`config.mk`:
```
export PLATFORM = sky130hd
export DESIGN_NAME = acbl_core
export DESIGN_NICKNAME = d
export VERILOG_FILES = /design/src/logic/acbl_pkg.sv /design/src/logic/acbl_operand_sel.sv /design/src/logic/acbl_compare.sv /design/src/logic/acbl_core.sv
export SDC_FILE = /design/constraint.sdc
export NUM_CORES = 1
export LEC_CHECK = 0
export BUFFER_PORTS_ARGS = -buffer_cell sky130_fd_sc_hd__buf_4
export CAP_MARGIN = 20
export CORE_MARGIN = 1
export CORE_UTILIZATION = 48
export CTS_BUF_LIST = sky130_fd_sc_hd__clkbuf_8
export DETAILED_ROUTE_END_ITERATION = 16
export HOLD_SLACK_MARGIN = 0.1
export PLACE_DENSITY = 0.88
export RECOVER_POWER = 100
export SYNTH_ARGS = -nofsm -noshare
export SYNTH_HDL_FRONTEND = slang
export SYNTH_SLANG_ARGS = --single-unit
```
`constraint.sdc`:
```
create_clock -name clk -period 3.5 [get_ports clk]
set_input_delay 0.175 -clock clk [delete_from_list [all_inputs] [get_ports clk]]
set_output_delay 0.175 -clock clk [all_outputs]
set_load 0.01 [all_outputs]
```
`src/logic/acbl_pkg.sv`:
```
// Package with opcodes, widths and constants for the accumulating compare and bit logic slice
package acbl_pkg;
  localparam int unsigned ACBL_DW = 32;
  localparam int unsigned ACBL_IMM_W = 9;
  localparam int unsigned ACBL_POS_W = 5;
  localparam int unsigned ACBL_BIT0 = 0;
  localparam logic [31:0] ACBL_RST_RESULT = 32'h0000_0000;

  typedef enum logic [3:0] {
    ACBL_OP_NONE,
    ACBL_OP_EQ,
    ACBL_OP_NE,
    ACBL_OP_GE,
    ACBL_OP_GEU,
    ACBL_OP_LT,
    ACBL_OP_LTU,
    ACBL_OP_BIT_AND,
    ACBL_OP_BIT_ANDN,
    ACBL_OP_ANDN
  } acbl_op_t;
endpackage : acbl_pkg

```
`src/logic/acbl_operand_sel.sv`:
```
// Second operand selection: register or extended nine bit immediate
module acbl_operand_sel (
  input wire logic [acbl_pkg::ACBL_DW-1:0] src_reg_second,
  input wire logic [acbl_pkg::ACBL_IMM_W-1:0] imm_nine_bit,
  input wire logic use_imm,
  input wire logic sign_ext,
  output logic [acbl_pkg::ACBL_DW-1:0] operand
);
  import acbl_pkg::*;
  logic [ACBL_DW-1:0] ext_imm;

  always_comb begin
    ext_imm = {{(ACBL_DW - ACBL_IMM_W){sign_ext & imm_nine_bit[ACBL_IMM_W-1]}}, imm_nine_bit};
    operand = use_imm ? ext_imm : src_reg_second;
  end
endmodule : acbl_operand_sel

```
`src/logic/acbl_compare.sv`:
```
// Equality and ordered compare of two 32-bit operands
module acbl_compare (
  input wire logic [acbl_pkg::ACBL_DW-1:0] a,
  input wire logic [acbl_pkg::ACBL_DW-1:0] b,
  output logic eq,
  output logic lt_s,
  output logic lt_u
);
  import acbl_pkg::*;

  always_comb begin
    eq = (a == b);
    lt_s = ($signed(a) < $signed(b));
    lt_u = (a < b);
  end
endmodule : acbl_compare

```
`src/logic/acbl_core.sv`:
```
// Accumulating compare and bit logic execution slice with registered writeback
// Behaviour
// - Equal: dest bit 0 ANDed with operand equality, upper bits kept.
// - Signed greater-or-equal ANDed into dest bit 0, immediate sign-extended.
// - Unsigned greater-or-equal ANDed into bit 0, immediate zero-extended.
// - Signed less-than ANDed into dest bit 0 only.
// - Unsigned less-than ANDed into dest bit 0, immediate zero-extended.
// - Not-equal ANDed into dest bit 0, immediate sign-extended, others kept.
// - Bit AND of two selected bits into bit 0, other bits cleared.
// - Bit AND with inverted second bit into bit 0, other bits cleared.
// - Full-width AND of first operand with complemented second operand.
// - AND-not immediate is zero-extended before inversion.
// - Compares accept register or nine-bit immediate second operand.
module acbl_core (
  input wire logic clk,
  input wire logic srst,
  input wire logic issue,
  input wire acbl_pkg::acbl_op_t op,
  input wire logic use_imm,
  input wire logic [acbl_pkg::ACBL_DW-1:0] src_reg_first,
  input wire logic [acbl_pkg::ACBL_DW-1:0] src_reg_second,
  input wire logic [acbl_pkg::ACBL_DW-1:0] dest_reg,
  input wire logic [acbl_pkg::ACBL_IMM_W-1:0] imm_nine_bit,
  input wire logic [acbl_pkg::ACBL_POS_W-1:0] first_bit_pos,
  input wire logic [acbl_pkg::ACBL_POS_W-1:0] second_bit_pos,
  output logic [acbl_pkg::ACBL_DW-1:0] result,
  output logic result_we,
  output logic psw_we
);
  import acbl_pkg::*;

  typedef struct packed {
    logic [ACBL_DW-1:0] result;
    logic we;
  } acbl_state_t;

  acbl_state_t state_q;
  acbl_state_t state_d;
  logic [ACBL_DW-1:0] opb;
  logic sign_ext;
  logic eq;
  logic lt_s;
  logic lt_u;
  logic cond;
  logic known;

  // Unsigned compares and AND-not use zero extension
  always_comb begin
    sign_ext = !(op == ACBL_OP_GEU || op == ACBL_OP_LTU || op == ACBL_OP_ANDN);
  end

  acbl_operand_sel u_sel (
    .src_reg_second(src_reg_second),
    .imm_nine_bit(imm_nine_bit),
    .use_imm(use_imm),
    .sign_ext(sign_ext),
    .operand(opb)
  );

  acbl_compare u_cmp (
    .a(src_reg_first),
    .b(opb),
    .eq(eq),
    .lt_s(lt_s),
    .lt_u(lt_u)
  );

  always_comb begin
    state_d = state_q;
    state_d.we = 1'b0;
    cond = 1'b0;
    known = 1'b1;
    unique case (op)
      ACBL_OP_EQ: cond = eq;
      ACBL_OP_NE: cond = !eq;
      ACBL_OP_GE: cond = !lt_s;
      ACBL_OP_GEU: cond = !lt_u;
      ACBL_OP_LT: cond = lt_s;
      ACBL_OP_LTU: cond = lt_u;
      default: known = 1'b0;
    endcase
    if (issue) begin
      unique case (op)
        ACBL_OP_EQ, ACBL_OP_NE, ACBL_OP_GE, ACBL_OP_GEU, ACBL_OP_LT, ACBL_OP_LTU: begin
          // Accumulate into bit 0, keep upper bits
          state_d.result = {dest_reg[ACBL_DW-1:1], dest_reg[ACBL_BIT0] & cond};
          state_d.we = known;
        end
        ACBL_OP_BIT_AND: begin
          state_d.result = {{(ACBL_DW-1){1'b0}},
            src_reg_first[first_bit_pos] & src_reg_second[second_bit_pos]};
          state_d.we = 1'b1;
        end
        ACBL_OP_BIT_ANDN: begin
          state_d.result = {{(ACBL_DW-1){1'b0}},
            src_reg_first[first_bit_pos] & !src_reg_second[second_bit_pos]};
          state_d.we = 1'b1;
        end
        ACBL_OP_ANDN: begin
          state_d.result = src_reg_first & ~opb;
          state_d.we = 1'b1;
        end
        default: state_d.we = 1'b0;
      endcase
    end
    if (srst) begin
      state_d.result = ACBL_RST_RESULT;
      state_d.we = 1'b0;
    end
  end

  always_ff @(posedge clk) begin
    state_q <= state_d;
  end

  always_comb begin
    result = state_q.result;
    result_we = state_q.we;
    psw_we = 1'b0;
  end
endmodule : acbl_core

```
### Word level (Yosys, flattened, before mapping)

Cells that the tools add are included.

| storage, ports and cells | value |
|---|---|
| register bits | 33 |
| input bits | 123 |
| logic and storage cells | 43 |

| operators by class | value |
|---|---|
| order comparisons | 4 |
| equal/unequal tests | 10 |
| mux-type cells | 8 |
| bitwise gates (word level) | 7 |
| reduce and logical (&&, ||, !) cells | 12 |

Operator list:

| operator | number |
|---|---|
| $pmux W32 S4 | 1 |
| $lt A32 B32 Y1 | 2 |
| $and A32 B32 Y32 | 1 |
| $eq A32 B32 Y1 | 1 |
| $mux W32 | 1 |
| $not A32 Y32 | 1 |
| $eq A4 B3 Y1 const B | 4 |
| $lt A5 B6 Y1 const B | 2 |
| $bmux W1 S5 | 2 |
| $reduce_or A9 Y1 | 1 |
| $eq A4 B2 Y1 const B | 2 |
| $eq A4 B4 Y1 const B | 2 |
| $pmux W1 S6 | 1 |
| $reduce_or A6 Y1 | 1 |
| $logic_not A1 Y1 | 5 |
| $and A1 B1 Y1 | 4 |
| $eq A4 B1 Y1 const B | 1 |
| $reduce_bool A4 Y1 | 1 |
| $mux W1 | 3 |
| $logic_or A1 B1 Y1 | 2 |
| $reduce_and A2 Y1 | 1 |
| $reduce_or A2 Y1 | 1 |
| $not A1 Y1 | 1 |

### Longest topological paths before layout

| depth | value |
|---|---|
| depth after elaboration | 11 |
| gate-level depth with buffers | 15 |
| depth with buffers taken out | 12 |

### Modules after synthesis

From an unflattened synthesis, not the netlist that was laid out.

| second synthesis, totals | value |
|---|---|
| cells, all modules | 437 |
| area, all modules | 3474.6 µm² |

By module, submodules not included:

| module | instances | cells an instance | area an instance (µm²) |
|---|---|---|---|
| acbl_core | 1 | 261 | 2262.2 |
| acbl_compare | 1 | 115 | 822.0 |
| acbl_operand_sel | 1 | 61 | 390.4 |

### Least setup slack after synthesis

Ideal clock, no wire load.

| path | value |
|---|---|
| path kind | input to register |
| start | in op[1] |
| end | reg state_q (netlist bit result[0]) |
| data arrival time | 3.111 ns |
| required time | 3.380 ns |
| slack | 0.269 ns |
| stages | 15 |
| path through | clkbuf_1 -> nor2_1 -> and3_1 -> buf_6 -> o21ai_1 -> clkbuf_1 -> o21ai_1 -> ha_1 -> nand4_1 -> nor3_1 -> a22oi_1 -> or4b_1 -> nor3_1 -> o31ai_1 -> a211o_1 |

| between the ends | value |
|---|---|
| longest elaborated chain between the ends | 11 |
| elaborated cells on any way between the ends | 26 |

Ends and longest elaborated chain:

| item | line | source |
|---|---|---|
| from (decl) | acbl_core.sv:18 | `input wire acbl_pkg::acbl_op_t op,` |
| $eq A4 B3 Y1 | acbl_core.sv:49, acbl_core.sv:73, acbl_core.sv:83 |  |
| $logic_or A1 B1 Y1 (2 in series) | acbl_core.sv:49 | `sign_ext = !(op == ACBL_OP_GEU \|\| op == ACBL_OP_LTU \|\| op == ACBL_OP_ANDN);` |
| $logic_not A1 Y1 | acbl_core.sv:49 |  |
| $and A1 B1 Y1 | acbl_operand_sel.sv:13 | `ext_imm = {{(ACBL_DW - ACBL_IMM_W){sign_ext & imm_nine_bit[ACBL_IMM_W-1]}}, imm_nine_bit};` |
| $mux W32 | acbl_operand_sel.sv:14 | `operand = use_imm ? ext_imm : src_reg_second;` |
| $lt A32 B32 Y1 (tied with other cells) | acbl_compare.sv:14 | `lt_u = (a < b);` |
| $logic_not A1 Y1 (on tied branches) | acbl_core.sv:77, acbl_core.sv:75, acbl_core.sv:76 |  |
| $pmux W1 S6 | acbl_core.sv:73 | `unique case (op)` |
| $and A1 B1 Y1 | acbl_core.sv:86 | `state_d.result = {dest_reg[ACBL_DW-1:1], dest_reg[ACBL_BIT0] & cond};` |
| $pmux W32 S4 | acbl_core.sv:83 | `unique case (op)` |
| to (signal assigned) | acbl_core.sv:113 | `state_q <= state_d;` |
| to (decl) | acbl_core.sv:37 | `acbl_state_t state_q;` |

Several ways; a longest one is shown, not always the timed one.
A chain may end at the register's enable or synchronous reset.

### Final worst setup path

| path | value |
|---|---|
| start | in op[2] |
| end | reg state_q (netlist bit result[0]) |

Same word-level chain as after synthesis.

==> summary.txt <==
GRT
  – Largest net degree at the start of global routing: 45
  – Initial antenna violation count: 0
  – Vias in the first global route: 3,310
  – Total GRT Usage: 32.3%
  – First-pass GRT wire length: 16.0 mm
  – Gr ovfl total: 0

Pwr
  – Lkg Pwr: 1.87 nW
  – Pwr dens: 291 mW/mm^2
  – Peak supply drop: 0.203 mV

Timing
  – Min Clock Period, post-route: 2930 ps
  – Worst-margin pin slew: 1760 ps
  – Clock Skew: 0 ps
  – RSZ-0062 raised after global routing: no
  – Count of final setup violators: 0
  – Peak Freq: 341 MHz
  – Rel. slew slack: -17.5%
  – Final hold viol count: 0
  – Part of the cycle the worst path needs: 83.7%
  – Max-slew violations: 45
  – Setup TNS: 0 ps

Synth
  – Area leader, netlist: dfxtp_1
  – Fraction of registers with async set or reset after synthesis: 0%
  – Synthesized area per cell: 9.00 um^2
  – Netlist cell types: 50
  – Commonest cells post-synth: nor2_1 (35), dfxtp_1 (33), ha_1 (33)
  – Post-synth top area share: 21.5%
  – Most numerous cell in the Yosys netlist: nor2_1
  – Main flop type after synthesis: dfxtp_1
  – Largest cells by area after synthesis: dfxtp_1 (22%), ha_1 (13%), a211oi_1 (7.8%)
  – Post-Synthesis Cells: 341
  – Post-synth EDFFs: 0
  – YS warnings: 0
  – Mapped cell area: 0.00307 mm^2
  – Syn nets: 497
  – Post-synthesis sequential area ratio: 21.5%
  – Synth Register Bits: 33

Cells and area
  – Fillers: 506
  – Share of cells above drive strength 1: 29.7%
  – Nets: 634
  – # diodes: 0
  – Area Overhead vs Synth: 35.8%
  – Fin util: 68.8%

Floorplan
  – Die W: 82.0 um
  – Full die area: 0.00672 mm^2
  – # rows: 28
  – Starting Density: 50.6%
  – Core area: 0.00606 mm^2
  – Io pins: 157
  – Die height: 82.0 um

Critical path
  – Critical path startpoint category: primary input
  – Crit path cell chain: buf_4, nor2_1, and3_1, o21ai_0, buf_4, o21ai_1, ha_1, nand4_1, nor3_1, a22oi_1, or4b_1, nor3_1, o31ai_1, a211o_1
  – Worst-path maximum fanout: 23
  – Worst reg-to-reg path cell count: 4
  – Worst R2R Setup Slack: 2410 ps
  – Crit-path slowest cell: or4b_1
  – Largest delay share family, worst path: simple AND/OR/NAND/NOR gates
  – Crit. End Element: flop
  – CP Class: primary input to flop
  – WP data arrival: 3120 ps
  – Buf/Inv on CP: 2
  – Required @ worst endpoint: 3690 ps
  – Largest stage delay on the critical path: 540 ps
  – Critical path launch point: op[2]
  – Reg-to-reg endpoint: result[0]
  – Launch point of the worst reg-to-reg path: result[0]

Detailed routing
  – Vias: 3,502
  – Routed wl met2: 4.94 mm
  – Met3 wire length: 1.16 mm
  – WL met1: 4.57 mm
  – ANT nets after route: 0
  – Drt via density: 6.33
  – Wirelength per Cell: 19.9 um
  – DR top layer: met4
  – Initial drt markers: 197
  – Post-Route WL: 11.0 mm
  – Residual DRC: 0
  – Number of detailed-route iterations in the first pass: 7

CTS
  – H-tree levels: 2
  – Post-CTS setup buffers: 0
  – Num CTS Buffers: 5
  – CTS clk-pin slew, worst paths: 80 ps
  – Sink Count: 33
  – CTS tree: yes
  – Hold-fix buffers, CTS: 0
  – CTS Root Cell: clkbuf_8
  – CTS Buffer Depth: 2
  – CTS resizes: 0
  – Clk_lat worst skew: 290 ps

Run status
  – Status: complete, but fails checks
  – Failing checks: max-capacitance violations, max-slew violations

Placed design
  – Detailed placer's ending HPWL: 8.74 mm
  – PortBufs: 155
  – Placer Congestion: 0.927

Min path
  – Hold path depth: 3
  – Hold Path Class: primary input to flop
  – Hold-critical path endpoint: result[8]
  – Hold_sp: dest_reg[8]

Run
  – Max-cap violation count: 1
## logic make-up (layout without fill, tap and decap cells)
family	count (synthesis)	in the layout	share of synthesized area (%)
other cells	1	1	0.122
flops	33	33	21.5
compound gates	128	128	28.0
simple gates	81	81	13.2
mux	31	31	18.0
fa+ha+maj	33	33	13.5
buf+inv	34	171	5.63
## per-layer routing
| layer | vias up | global-route usage [%] |
|---|---|---|
| met3 | 28 | 7.44 |
| li1 | 1638 | - |
| met5 | - | 0 |
| met2 | 221 | 51.1 |
| met4 | 0 | 14.6 |
| met1 | 1615 | 41.5 |
## per-stage QoR
stage	instance area (um^2)	hold slack (ps)	std cells	power, mW	worst slack (ps)
2_1_floorplan	3070	376	341	0.696	269
3_3_place_gp	4210	488	546	0.919	334
3_5_place_dp	4210	494	546	0.930	320
4_1_cts	4300	263	553	1.23	615
5_1_grt	4170	276	553	1.27	186
6_report	4170	266	553	1.21	571
## worst reg2reg max path: cells and delay by family, from the launching register on
family,cells,cell delay [ps]
AND/OR/NAND/NOR,2,240
flip-flops,1,320
AO/OA/AOI/OAI,2,420
## placed cells by master (no fill, tap or decap), types with 2 or more instances in the layout
| cell type | instances |
|---|---|
| buf_4 | 126 |
| nor2_1 | 35 |
| clkbuf_1 | 34 |
| ha_1 | 33 |
| dfxtp_1 | 33 |
| a22oi_1 | 32 |
| a211oi_1 | 32 |
| o21ai_1 | 16 |
| o21ai_0 | 14 |
| mux2i_1 | 14 |
| a21oi_1 | 14 |
| nand2_1 | 9 |
| mux4_2 | 9 |
| mux4_1 | 8 |
| nand4_1 | 6 |
| clkbuf_8 | 6 |
| inv_1 | 5 |
| nand3_1 | 5 |
| nor3_1 | 5 |
| nand2b_1 | 3 |
| nor2b_1 | 3 |
| nor4_1 | 3 |
| a211o_1 | 3 |
| and3_1 | 2 |
| or3_1 | 2 |
| a21o_1 | 2 |
| or4b_1 | 2 |
| o32ai_1 | 2 |
## area by class of cell
class	instances	area, um^2	area share (%)
Clock buffer	6	82.6	1.98
Clock inverter	1	3.75	0.0900
Inverter	4	15.0	0.360
Multi-Input combinational cell	274	2240	53.7
Sequential cell	33	661	15.8
Tap cell	75	93.8	2.25
Timing Repair Buffer	160	1070	25.8
## worst max path at each step
stage / to / depth (start not counted) / slack (ps)
2_1_floorplan: result[0] / 15 / 270
3_3_place_gp: result[0] / 14 / 330
4_1_cts: result[0] / 14 / 610
5_1_grt: result[0] / 14 / 190
6_report: result[0] / 14 / 570
3_5_place_dp: result[0] / 14 / 320
## flip-flops by register name, summed over array words and instances, names as in the netlist
signal     flops
result        32
result_we      1
## where the power goes
group / switching [mW] / internal [mW] / leakage, nW
sequential: 0.0141 / 0.405 / 0.273
combinational: 0.247 / 0.239 / 1.55
clock: 0.153 / 0.153 / 0.0485
total: 0.414 / 0.797 / 1.87
Power figures use the tool's default switching activity.
